<file path="src/hw/tcc_pkg.sv">
// Purpose: Constants for the timer and comparator control block
// Assumes: Register index times four gives the APB byte address
// Notes:   Indices, field positions, reset values and codes
package tcc_pkg;
    // ==========================================================
    // Register indices
    localparam logic [7:0] IDX_BOUND    = 8'h09;
    localparam logic [7:0] IDX_EDGE     = 8'h0C;
    localparam logic [7:0] IDX_DIG_EN   = 8'h0D;
    localparam logic [7:0] IDX_SCALER   = 8'h17;
    localparam logic [7:0] IDX_CMP_CTL  = 8'h1A;
    localparam logic [7:0] IDX_TMR_CTL  = 8'h1C;
    localparam logic [7:0] IDX_COUNT    = 8'h1D;
    localparam logic [7:0] IDX_CMP_SEL  = 8'h1E;

    // ==========================================================
    // Field positions
    localparam int CC_EN   = 7;
    localparam int CC_RES  = 6;
    localparam int CC_SAMP = 5;
    localparam int CC_INV  = 4;
    localparam int CC_MLO  = 1;
    localparam int CC_PLUS = 0;
    localparam int CS_OUT  = 7;
    localparam int CS_WAKE = 6;
    localparam int CS_HI   = 5;
    localparam int CS_LO   = 4;
    localparam int TC_CLK  = 4;
    localparam int TC_OUT  = 2;
    localparam int TC_MODE = 1;
    localparam int TC_POL  = 0;
    localparam int TS_RES  = 7;
    localparam int TS_PRE  = 5;
    localparam int ED_LO   = 6;

    // ==========================================================
    // Reset values
    localparam logic [7:0] RST_ZERO   = 8'h00;
    localparam logic [7:0] RST_DIG_EN = 8'hF9;
    localparam logic [7:0] DIG_EN_MSK = 8'hF9;

    // ==========================================================
    // Codes
    localparam logic [3:0] CLK_STOP  = 4'h0;
    localparam logic [3:0] CLK_SYS   = 4'h1;
    localparam logic [3:0] CLK_FAST  = 4'h2;
    localparam logic [3:0] CLK_SLOW  = 4'h4;
    localparam logic [3:0] CLK_CMP   = 4'h5;
    localparam logic [3:0] CLK_P0R   = 4'h8;
    localparam logic [3:0] CLK_P0F   = 4'h9;
    localparam logic [3:0] CLK_P4R   = 4'hC;
    localparam logic [3:0] CLK_P4F   = 4'hD;
    localparam logic [1:0] OUT_PIN3  = 2'h2;
    localparam logic [1:0] OUT_PIN4  = 2'h3;
    localparam logic [1:0] EDGE_BOTH = 2'h0;
    localparam logic [1:0] EDGE_RISE = 2'h1;
    localparam logic [1:0] EDGE_FALL = 2'h2;
    localparam logic [7:0] PWM6_TOP  = 8'h3F;
endpackage

</file>
<file path="src/hw/tcc_sync_edge.sv">
// Purpose: Two-flop synchroniser with edge detection
// Assumes: Input is asynchronous to mclk
// Notes:   The first flop feeds only the second
`timescale 1ns/1ns
module tcc_sync_edge
(
    // Clock and reset
    input  wire logic mclk,
    input  wire logic arst_n,
    // Signal
    input  wire logic din,
    output logic      level,
    output logic      rise,
    output logic      fall
);
    logic meta_reg;
    logic sync_reg;
    logic prev_reg;

    always_ff @(posedge mclk or negedge arst_n)
    begin
        if (!arst_n)
        begin
            meta_reg <= 1'b0;
            sync_reg <= 1'b0;
            prev_reg <= 1'b0;
        end
        else
        begin
            meta_reg <= din;
            sync_reg <= meta_reg;
            prev_reg <= sync_reg;
        end
    end

    assign level = sync_reg;
    assign rise  = sync_reg & ~prev_reg;
    assign fall  = ~sync_reg & prev_reg;
endmodule

</file>
<file path="src/hw/tcc_top.sv">
// Purpose: 8-bit timer with period/PWM modes and comparator control
// Assumes: APB slave, zero wait states, analog comparator outside
// Notes:   Oscillators and pins are sampled as plain inputs
// Summary of operation
// - Comparator runs only when enable bit set
// - Result bit reads plus above minus
// - Bit 5 resamples result on timer clock
// - Bit 4 inverts comparator result output
// - Three-bit field selects comparator minus input
// - Bit 0 selects ladder or pin 4 plus
// - Select bit 7 drives comparator onto pin 0
// - Result level change wakes when enabled
// - Bits 5 and 4 pick ladder range
// - Four-bit field picks reference level
// - Four-bit field selects timer clock source
// - Two-bit field routes timer output pin
// - Control bit 1 picks period or PWM
// - Control bit 0 inverts timer output
// - Counter readable, writable, resets to zero
// - Write-only bound resets to zero
// - Scaler bit 7 picks 8 or 6-bit PWM
// - Prescaler divides by 1, 4, 16, 64
// - Write-only scaler field divides further
// - Edge field picks comparator event edges
// - Cleared digital enable makes pin analog
`timescale 1ns/1ns
module tcc_top
(
    // Clock and reset
    input  wire logic        mclk,
    input  wire logic        arst_n,
    // APB slave
    input  wire logic        psel,
    input  wire logic        penable,
    input  wire logic        pwrite,
    input  wire logic [11:0] paddr,
    input  wire logic [31:0] pwdata,
    output logic             pready,
    output logic [31:0]      prdata,
    output logic             pslverr,
    // Clock sources
    input  wire logic        fast_internal_osc,
    input  wire logic        slow_internal_osc,
    // Port pins
    input  wire logic        port_pin_0_i,
    input  wire logic        port_pin_4_i,
    output logic             port_pin_0_o,
    output logic             port_pin_0_oe,
    output logic             port_pin_3_o,
    output logic             port_pin_3_oe,
    output logic             port_pin_4_o,
    output logic             port_pin_4_oe,
    output logic [7:0]       pin_dig_en,
    // Analog comparator
    input  wire logic        cmp_raw,
    output logic             cmp_enable,
    output logic [2:0]       cmp_minus_sel,
    output logic             cmp_plus_sel,
    output logic             cmp_range_hi,
    output logic             cmp_range_lo,
    output logic [3:0]       cmp_level,
    // Events
    output logic             wake_pulse,
    output logic             cmp_event
);
    import tcc_pkg::*;

    // ==========================================================
    // Register bus
    logic [7:0] bound_reg;
    logic [7:0] scaler_reg;
    logic [7:0] cmp_ctl_reg;
    logic [7:0] tmr_ctl_reg;
    logic [7:0] count_reg;
    logic [7:0] count_next;
    logic [7:0] cmp_sel_reg;
    logic [1:0] edge_reg;
    logic [7:0] dig_en_reg;
    logic [7:0] rd_val;
    logic       hit;
    logic       wr_en;
    logic [7:0] idx;
    logic       cmp_res;

    assign idx    = paddr[9:2];
    assign wr_en  = psel & penable & pwrite & ~pslverr;
    assign pready = 1'b1;

    always_comb
    begin
        hit    = 1'b1;
        rd_val = RST_ZERO;
        unique case (idx)
            IDX_BOUND, IDX_SCALER, IDX_CMP_SEL: rd_val = RST_ZERO;
            IDX_EDGE:    rd_val = {edge_reg, 6'h00};
            IDX_DIG_EN:  rd_val = dig_en_reg;
            IDX_CMP_CTL: rd_val = {cmp_ctl_reg[7], cmp_res, cmp_ctl_reg[5:0]};
            IDX_TMR_CTL: rd_val = tmr_ctl_reg;
            IDX_COUNT:   rd_val = count_reg;
            default:     hit = 1'b0;
        endcase
        if (paddr[11:10] != 2'h0 || paddr[1:0] != 2'h0)
            hit = 1'b0;
    end

    // Unmapped or misaligned addresses answer with an error
    assign pslverr = psel & penable & ~hit;

    // Read data is captured in the setup cycle so it comes from a flop
    always_ff @(posedge mclk or negedge arst_n)
    begin
        if (!arst_n)
            prdata <= 32'h0000_0000;
        else if (psel & ~penable & ~pwrite)
            prdata <= {24'h00_0000, rd_val};
    end

    always_ff @(posedge mclk or negedge arst_n)
    begin
        if (!arst_n)
        begin
            bound_reg   <= RST_ZERO;
            scaler_reg  <= RST_ZERO;
            cmp_ctl_reg <= RST_ZERO;
            tmr_ctl_reg <= RST_ZERO;
            cmp_sel_reg <= RST_ZERO;
            edge_reg    <= 2'h0;
            dig_en_reg  <= RST_DIG_EN;
        end
        else if (wr_en)
        begin
            unique case (idx)
                IDX_BOUND:   bound_reg   <= pwdata[7:0];
                IDX_SCALER:  scaler_reg  <= pwdata[7:0];
                IDX_CMP_CTL: cmp_ctl_reg <= pwdata[7:0] & 8'hBF;
                IDX_TMR_CTL: tmr_ctl_reg <= pwdata[7:0];
                IDX_CMP_SEL: cmp_sel_reg <= pwdata[7:0];
                IDX_EDGE:    edge_reg    <= pwdata[ED_LO+1:ED_LO];
                IDX_DIG_EN:  dig_en_reg  <= pwdata[7:0] & DIG_EN_MSK;
                default:     ;
            endcase
        end
    end

    // ==========================================================
    // Input sampling
    logic fast_rise;
    logic slow_rise;
    logic p0_rise;
    logic p0_fall;
    logic p4_rise;
    logic p4_fall;
    logic cmp_lvl;

    tcc_sync_edge u_fast (.mclk(mclk), .arst_n(arst_n), .din(fast_internal_osc),
                          .level(), .rise(fast_rise), .fall());
    tcc_sync_edge u_slow (.mclk(mclk), .arst_n(arst_n), .din(slow_internal_osc),
                          .level(), .rise(slow_rise), .fall());
    tcc_sync_edge u_p0   (.mclk(mclk), .arst_n(arst_n), .din(port_pin_0_i),
                          .level(), .rise(p0_rise), .fall(p0_fall));
    tcc_sync_edge u_p4   (.mclk(mclk), .arst_n(arst_n), .din(port_pin_4_i),
                          .level(), .rise(p4_rise), .fall(p4_fall));
    tcc_sync_edge u_cmp  (.mclk(mclk), .arst_n(arst_n), .din(cmp_raw),
                          .level(cmp_lvl), .rise(), .fall());

    // Disabled digital input: the pin is analog and cannot clock the timer
    assign pin_dig_en = dig_en_reg;

    // ==========================================================
    // Comparator control
    logic cmp_samp_reg;
    logic cmp_prev_reg;
    logic cmp_out;
    logic cmp_out_prev_reg;
    logic src_tick;

    assign cmp_enable    = cmp_ctl_reg[CC_EN];
    assign cmp_res       = cmp_lvl & cmp_ctl_reg[CC_EN];
    assign cmp_minus_sel = cmp_ctl_reg[CC_MLO+2:CC_MLO];
    assign cmp_plus_sel  = cmp_ctl_reg[CC_PLUS];
    assign cmp_range_hi  = cmp_sel_reg[CS_HI];
    assign cmp_range_lo  = cmp_sel_reg[CS_LO];
    assign cmp_level     = cmp_sel_reg[3:0];

    always_ff @(posedge mclk or negedge arst_n)
    begin
        if (!arst_n)
            cmp_samp_reg <= 1'b0;
        else if (src_tick)
            cmp_samp_reg <= cmp_res;
    end

    // Inversion is applied after sampling, so it takes effect at once
    assign cmp_out = (cmp_ctl_reg[CC_SAMP] ? cmp_samp_reg : cmp_res) ^ cmp_ctl_reg[CC_INV];

    always_ff @(posedge mclk or negedge arst_n)
    begin
        if (!arst_n)
        begin
            cmp_prev_reg     <= 1'b0;
            cmp_out_prev_reg <= 1'b0;
            wake_pulse       <= 1'b0;
            cmp_event        <= 1'b0;
        end
        else
        begin
            cmp_prev_reg     <= cmp_res;
            cmp_out_prev_reg <= cmp_out;
            // Wake-up follows the raw result bit, not the output path
            wake_pulse <= cmp_sel_reg[CS_WAKE] & (cmp_res ^ cmp_prev_reg);
            unique case (edge_reg)
                EDGE_BOTH: cmp_event <= cmp_res ^ cmp_prev_reg;
                EDGE_RISE: cmp_event <= cmp_res & ~cmp_prev_reg;
                EDGE_FALL: cmp_event <= ~cmp_res & cmp_prev_reg;
                default:   cmp_event <= 1'b0;
            endcase
        end
    end

    assign port_pin_0_o  = cmp_out;
    assign port_pin_0_oe = cmp_sel_reg[CS_OUT];

    // ==========================================================
    // Timer clock selection and division
    logic [5:0] pre_cnt_reg;
    logic [5:0] pre_top;
    logic [4:0] scl_cnt_reg;
    logic       pre_tick;
    logic       tmr_tick;

    always_comb
    begin
        unique case (tmr_ctl_reg[TC_CLK+3:TC_CLK])
            CLK_SYS:  src_tick = 1'b1;
            CLK_FAST: src_tick = fast_rise;
            CLK_SLOW: src_tick = slow_rise;
            CLK_CMP:  src_tick = cmp_out & ~cmp_out_prev_reg;
            CLK_P0R:  src_tick = p0_rise & dig_en_reg[0];
            CLK_P0F:  src_tick = p0_fall & dig_en_reg[0];
            CLK_P4R:  src_tick = p4_rise & dig_en_reg[4];
            CLK_P4F:  src_tick = p4_fall & dig_en_reg[4];
            default:  src_tick = 1'b0;
        endcase
    end

    always_comb
    begin
        unique case (scaler_reg[TS_PRE+1:TS_PRE])
            2'h0:    pre_top = 6'h00;
            2'h1:    pre_top = 6'h03;
            2'h2:    pre_top = 6'h0F;
            default: pre_top = 6'h3F;
        endcase
    end

    assign pre_tick = src_tick && (pre_cnt_reg >= pre_top);
    assign tmr_tick = pre_tick && (scl_cnt_reg >= scaler_reg[4:0]);

    always_ff @(posedge mclk or negedge arst_n)
    begin
        if (!arst_n)
        begin
            pre_cnt_reg <= 6'h00;
            scl_cnt_reg <= 5'h00;
        end
        else
        begin
            if (pre_tick)
                pre_cnt_reg <= 6'h00;
            else if (src_tick)
                pre_cnt_reg <= pre_cnt_reg + 6'h01;
            if (tmr_tick)
                scl_cnt_reg <= 5'h00;
            else if (pre_tick)
                scl_cnt_reg <= scl_cnt_reg + 5'h01;
        end
    end

    // ==========================================================
    // Counter and output
    logic pwm_mode;
    logic [7:0] pwm_top;
    logic per_out_reg;
    logic tmr_out;
    logic tmr_pin;
    logic cnt_wr;

    assign pwm_mode = tmr_ctl_reg[TC_MODE];
    assign pwm_top  = scaler_reg[TS_RES] ? PWM6_TOP : 8'hFF;
    assign cnt_wr   = wr_en && idx == IDX_COUNT;

    always_comb
    begin
        count_next = count_reg;
        if (tmr_tick)
        begin
            if (pwm_mode)
                count_next = (count_reg >= pwm_top) ? 8'h00 : count_reg + 8'h01;
            else
                count_next = (count_reg == bound_reg) ? 8'h00 : count_reg + 8'h01;
        end
    end

    // A software write wins over a timer tick in the same cycle
    always_ff @(posedge mclk or negedge arst_n)
    begin
        if (!arst_n)
            count_reg <= RST_ZERO;
        else if (cnt_wr)
            count_reg <= pwdata[7:0];
        else
            count_reg <= count_next;
    end

    always_ff @(posedge mclk or negedge arst_n)
    begin
        if (!arst_n)
            per_out_reg <= 1'b0;
        else if (tmr_tick && !pwm_mode && count_reg == bound_reg)
            per_out_reg <= ~per_out_reg;
    end

    assign tmr_out = pwm_mode ? (count_reg < bound_reg) : per_out_reg;
    assign tmr_pin = tmr_out ^ tmr_ctl_reg[TC_POL];

    assign port_pin_3_o  = tmr_pin;
    assign port_pin_4_o  = tmr_pin;
    assign port_pin_3_oe = tmr_ctl_reg[TC_OUT+1:TC_OUT] == OUT_PIN3;
    assign port_pin_4_oe = tmr_ctl_reg[TC_OUT+1:TC_OUT] == OUT_PIN4;
endmodule

</file>
<file path="config.mk">
export PLATFORM = sky130hd
export DESIGN_NAME = tcc_top
export DESIGN_NICKNAME = d
export VERILOG_FILES = /design/src/hw/tcc_pkg.sv /design/src/hw/tcc_sync_edge.sv /design/src/hw/tcc_top.sv
export SDC_FILE = /design/constraint.sdc
export NUM_CORES = 1
export LEC_CHECK = 0
export ABC_AREA = 1
export BUFFER_PORTS_ARGS = -buffer_cell sky130_fd_sc_hd__buf_4
export CAP_MARGIN = 40
export CORE_UTILIZATION = 50
export CTS_CLUSTER_SIZE = 20
export DETAILED_ROUTE_END_ITERATION = 12
export PLACE_DENSITY = 0.75
export SYNTH_ARGS = -nofsm -noshare
export SYNTH_HDL_FRONTEND = slang
export SYNTH_SLANG_ARGS = --single-unit
</file>
<file path="constraint.sdc">
create_clock -name mclk -period 1.9 [get_ports mclk]
set_clock_uncertainty 0.15 [all_clocks]
set_input_delay 0.095 -clock mclk [delete_from_list [all_inputs] [get_ports mclk]]
set_output_delay 0.095 -clock mclk [all_outputs]
set_load 0.05 [all_outputs]
</file>
Yosys cells after proc, flatten, opt, wreduce, memory -nomap -nowiden
Cells that the tools add are included.
Operators by class
  reduce and logical (&&, ||, !) cells: 22
  multipliers: 0
  shifts and indexed selects: 0
  equality and inequality tests: 23
  multiplexer cells: 18
  add/sub/neg operators: 3
  bitwise logic cells: 38
  divide/modulo/power cells: 0
  order comparisons: 4
Operators by type and width (number)
  2-to-1 mux 8 bit: 6
  equality test 8 x 5 -> 1 bit, second input constant: 5
  one-hot mux 8 bit (5 select lines): 1
  equality test 8 x 4 -> 1 bit, second input constant: 3
  bitwise AND 1 bit: 21
  one-hot mux 6 bit (3 select lines): 1
  equality test 4 bit, second input constant: 4
  NOT 1 bit: 14
  AND reduction 2 bit: 7
  2-to-1 mux 6 bit: 2
  2-to-1 mux 5 bit: 2
  nonzero test 2 bit: 5
  adder 8 x 1 -> 8 bit, second input constant: 1
  equality test 2 bit, second input constant: 4
  equality test 4 x 3 -> 1 bit, second input constant: 2
  equality test 8 bit: 1
  greater-or-equal comparator 8 bit: 1
  < comparator 8 bit: 1
  one-hot mux 1 bit (8 select lines): 1
  OR reduction 8 bit: 1
  adder 6 x 1 -> 6 bit, second input constant: 1
  greater-or-equal comparator 6 bit: 1
  adder 5 x 1 -> 5 bit, second input constant: 1
  greater-or-equal comparator 5 bit: 1
  10 further kinds: 21
Storage, ports and cells
  bits of input ports: 54
  memory bits (writable): 0
  memories: 0
  flip-flop bits (word level): 94
  ROM bits: 0
  bits in latches: 0

Logic depth before layout (Yosys ltp)
  depth in word-level cells: 10
  mapped depth: 13

Cells and area by module
A second synthesis with hierarchy kept.
Unflattened totals
  cell total of the unflattened synthesis: 651
  area, all modules: 5429.0 um^2
By module, submodules not included
  tcc_top: times used 1, cells an instance 616, area each 4978.5 um^2
  tcc_sync_edge: times used 5, cells an instance 7, area each 90.1 um^2

Worst setup path after synthesis
Ideal clock, no wire load.
  path kind: register -> output
  start: reg count_reg[3]
  end: out port_pin_4_o
  arrival: 2333 ps
  cell stages (with the launch flop): 9
  data required time: 1655 ps
  setup slack: -678 ps
  path through: dfrtp_1 -> ha_1 -> a21oi_1 -> o21ai_0 -> nand2_1 -> o2111ai_1 -> o21ai_0 -> xor2_1 -> buf_4
On the way
  word-level cells in the longest chain between the ends: 3
RTL lines
  from (decl): RTL line tcc_top.sv:74  | logic [7:0] count_reg;
  from (signal assigned): RTL line tcc_top.sv:310  | count_reg <= pwdata[7:0];
  from (signal assigned): RTL line tcc_top.sv:312  | count_reg <= count_next;
  < comparator 8 bit: RTL line tcc_top.sv:323  | assign tmr_out = pwm_mode ? (count_reg < bound_reg) : per_out_reg;
  2-to-1 mux 1 bit: RTL line tcc_top.sv:323
  bitwise XOR 1 bit: RTL line tcc_top.sv:324  | assign tmr_pin = tmr_out ^ tmr_ctl_reg[TC_POL];
  to (decl): RTL line tcc_top.sv:51  | output logic port_pin_4_o,
No other way between the ends.

Final worst setup path
  start: reg count_reg[7]
  end: out port_pin_4_o
The elaborated chain is that of the path after synthesis.

==> results.md <==
### Power
* Flop pwr share: 54.9%
* leakage power summed over all cells: 3.54 nW
* peak supply drop: 0.431 mV
* Power per Cell Area: 529 nW/um2
* Clk pwr share: 34.2%
* P_sw: 1.04 mW
* switching part of the total: 28.1%
* Int Power: 2.67 mW
* overall power: 3.71 mW
* Logic pwr share: 11.0%

### Placed design
* count of buffers inserted at the top-level ports: 63
* GPL Wtd Cong: 0.910
* placed wire-length estimate: 10100 um
* DP Cell Count: 876
* DP Worst Slack: -171 ps
* post-placement cell area: 6320 um2

### Critical path
* number of cells traversed by the worst register-to-register path: 10
* Worst EP required: 1650 ps
* worst endpoint data arrival time: 2080 ps
* Worst Setup Path Type: flop to output port
* startpoint type of the worst setup path: flop
* largest fanout of any net on the critical path: 2
* element type at the critical path end: output port

### Die
* Die Area: 11200 um2
* initial standard-cell utilization of the core: 51.8%
* CORE AREA: 10400 um2
* number of standard-cell rows in the floorplan: 37
* Die W: 106 um
* I/O Pins: 115
* height of the die: 106 um

### Drt
* Routed WL per cell: 15.1 um
* number of iterations in the first detailed-routing pass: 5
* Met3 Wirelength: 760 um
* number of DRC violations after detailed routing: 0
* Iter 0 DRT Violations: 262
* vias after detailed routing: 4793
* residual antenna-violating net count after detailed routing: 0
* routed length on met1: 6030 um
* sum of routed wire length over all layers: 13900 um
* highest metal used: met4
* via density per instance: 5.24
* metal2 WL: 6470 um

### Synth
* Synth Register Bits: 94
* Yosys Warn Count: 0
* commonest register cell after synthesis: sky130_fd_sc_hd__dfrtp_1
* instance count of the mapped netlist: 645
* Avg Inst Size Synth: 8.34 um2
* number of enable flip-flop cells after synthesis: 0
* async set-reset flop share out of synthesis: 100%
* Synth Cell Area: 5380 um2
* part of the Yosys area used for sequential elements: 43.9%
* unique cell type count in the Yosys netlist: 43

### Final layout
* fraction of final layout cells sized beyond drive strength 1: 32.3%
* filler-free cell count of the finished design: 915
* area grow syn2layout: 30.4%
* share of the core filled with cells: 67.6%
* area used by multi-input combinational logic: 2790 um2
* layout net count: 852
* Ant. Diodes: 0
* filler cell count: 810
* total area of sequential cells: 2370 um2
* post-route design area: 7010 um2

### Clocking
* clock insertion delay at the later pin of the skew report: 380 ps
* Clock Path Buffers: 2
* CTS tree: built
* clock slew at reported path FFs: 100 ps
* H-tree depth reported by CTS: 3
* Num CTS Buffers: 9
* cell chosen for the clock root: sky130_fd_sc_hd__clkbuf_8
* Sink Count: 94

### Timing
* worst-case setup margin in the final layout: -423 ps
* post-layout minimum cycle time: 2320 ps
* post-route worst hold slack: 49.5 ps
* final number of max-transition violations: 0
* number of setup violations in the final report: 19
* Fin Setup TNS: -2540 ps
* unrepaired setup endpoints after global routing: true
* Tcrit/Tclk final: 122%
* Max Freq: 0.430 GHz
* number of hold violations in the final report: 0

### GRT
* overflow left after global routing: 0
* via count of the first global-routing pass: 4607
* initial antenna violation count: 0
* maximum number of pins on one net before global-route repair: 47
* global-route wire length before repair: 22500 um
* total track usage: 26.0%

### Status
* violated checks: negative setup slack
* run status: finished with violations

### Flow run
* maximum capacitance violations: 0

### Hold path
* cell count of the worst hold path: 5
* path class of the lowest-slack min-delay path: input port to flop

[final timing paths]
kind | startpoint | endpoint | slack [ps]
max | count_reg[7] | port_pin_4_o | -420
max in group asynchronous | arst_n | pin_dig_en[6] | 870
min | penable | prdata[4] | 50
min in group asynchronous | arst_n | u_fast.prev_reg | 70
min reg2reg | u_p0.meta_reg | u_p0.level | 210
max reg2reg | scaler_reg[6] | count_reg[2] | -150
[synthesized netlist by cell type, types with 2 or more instances]
library cell | count | share of area (%)
sky130_fd_sc_hd__nand2_1 | 165 | 12
sky130_fd_sc_hd__dfrtp_1 | 88 | 41
sky130_fd_sc_hd__inv_1 | 76 | 5.3
sky130_fd_sc_hd__o21ai_0 | 44 | 4.1
sky130_fd_sc_hd__buf_4 | 36 | 5.0
sky130_fd_sc_hd__nor2_1 | 34 | 2.4
sky130_fd_sc_hd__nand3_1 | 29 | 2.7
sky130_fd_sc_hd__ha_1 | 24 | 5.6
sky130_fd_sc_hd__nand4_1 | 21 | 2.4
sky130_fd_sc_hd__o21ai_2 | 16 | 2.6
sky130_fd_sc_hd__a21oi_1 | 11 | 1.0
sky130_fd_sc_hd__nand2_2 | 11 | 1.3
sky130_fd_sc_hd__xor2_1 | 11 | 1.8
sky130_fd_sc_hd__o21ai_1 | 9 | 0.84
sky130_fd_sc_hd__nor3_1 | 7 | 0.65
sky130_fd_sc_hd__dfstp_2 | 6 | 2.9
sky130_fd_sc_hd__a221oi_1 | 5 | 0.81
sky130_fd_sc_hd__buf_2 | 5 | 0.47
sky130_fd_sc_hd__clkbuf_1 | 4 | 0.28
sky130_fd_sc_hd__nand3b_1 | 4 | 0.56
sky130_fd_sc_hd__nor2_2 | 4 | 0.47
sky130_fd_sc_hd__inv_2 | 3 | 0.21
sky130_fd_sc_hd__nand3_2 | 3 | 0.56
sky130_fd_sc_hd__buf_12 | 2 | 0.74
sky130_fd_sc_hd__buf_6 | 2 | 0.42
sky130_fd_sc_hd__conb_1 | 2 | 0.14
sky130_fd_sc_hd__nand2_4 | 2 | 0.42
sky130_fd_sc_hd__o2111ai_1 | 2 | 0.33
sky130_fd_sc_hd__o22ai_1 | 2 | 0.23
sky130_fd_sc_hd__or2_1 | 2 | 0.23
sky130_fd_sc_hd__or2_2 | 2 | 0.23
sky130_fd_sc_hd__xnor2_1 | 2 | 0.33
[layout make-up]
cell class / count / share of cell area, %
clock inverter: 5 / 0.607
clock buffer: 11 / 2.02
sequential: 94 / 33.7
tap: 136 / 2.43
timing repair buffer: 142 / 17.2
inverter: 79 / 4.27
multi-input combinational: 448 / 39.7
[routing by layer]
layer  vias up  GRT usage [%]
li1       2299              -
met1      2260           35.4
met2       198           40.7
met3        36           3.03
met4         0           13.9
met5         -              0
[what timing repair did]
| item | CTS | global route |
|---|---|---|
| gates resized for setup | 38 | 36 |
| hold buffers | 14 | 0 |
| setup buffers | 4 | 6 |
| pin swaps | 13 | 15 |
| cloned | 1 | 0 |
| setup endpoints to repair | 19 | 23 |
| endpoints found under the hold margin | 116 | 0 |
[critical path, cell delays in order (launching register included)]
cell and delay [ps]:
sky130_fd_sc_hd__dfrtp_1 410, sky130_fd_sc_hd__ha_1 310, sky130_fd_sc_hd__nand2_1 120, sky130_fd_sc_hd__nor2_2 170, sky130_fd_sc_hd__nand2_1 90, sky130_fd_sc_hd__o2111ai_2 80
sky130_fd_sc_hd__o21ai_2 120, sky130_fd_sc_hd__xor2_4 210, sky130_fd_sc_hd__buf_6 190
[logic make-up (layout without fill, tap and decap cells)]
kind of cell / count (synthesis) / count (layout) / synth area share [%]
AND/OR/NAND/NOR: 289 / 289 / 24.9
buffers and inverters: 128 / 237 / 12.5
AO/OA/AOI/OAI: 95 / 95 / 10.9
flip-flops: 94 / 94 / 43.9
adder cells (fa/ha/maj): 24 / 24 / 5.59
XOR/XNOR: 13 / 13 / 2.12
other: 2 / 27 / 0.140
[power groups by stage]
stage          clock [mW]  sequential (mW)  combinational, mW
6_report             1.27             2.03              0.406
2_1_floorplan           0             2.08              0.246
5_1_grt              1.36             2.04              0.436
4_1_cts              1.30             2.03              0.401
3_5_place_dp            0             2.07              0.370
3_3_place_gp            0             2.07              0.363
[cells in the final DEF, fill, tap and decap left out, types with 14 or more instances in the layout]
| master | count |
|---|---|
| sky130_fd_sc_hd__nand3_1 | 17 |
| sky130_fd_sc_hd__ha_1 | 16 |
| sky130_fd_sc_hd__buf_4 | 113 |
| sky130_fd_sc_hd__nor2_1 | 29 |
| sky130_fd_sc_hd__conb_1 | 27 |
| sky130_fd_sc_hd__nand4_1 | 21 |
| sky130_fd_sc_hd__nand2_2 | 15 |
| sky130_fd_sc_hd__o21ai_2 | 21 |
| sky130_fd_sc_hd__dlygate4sd3_1 | 14 |
| sky130_fd_sc_hd__inv_1 | 71 |
| sky130_fd_sc_hd__nand2_1 | 156 |
| sky130_fd_sc_hd__dfrtp_1 | 83 |
| sky130_fd_sc_hd__o21ai_0 | 36 |
(Power assumes the default switching activity.)
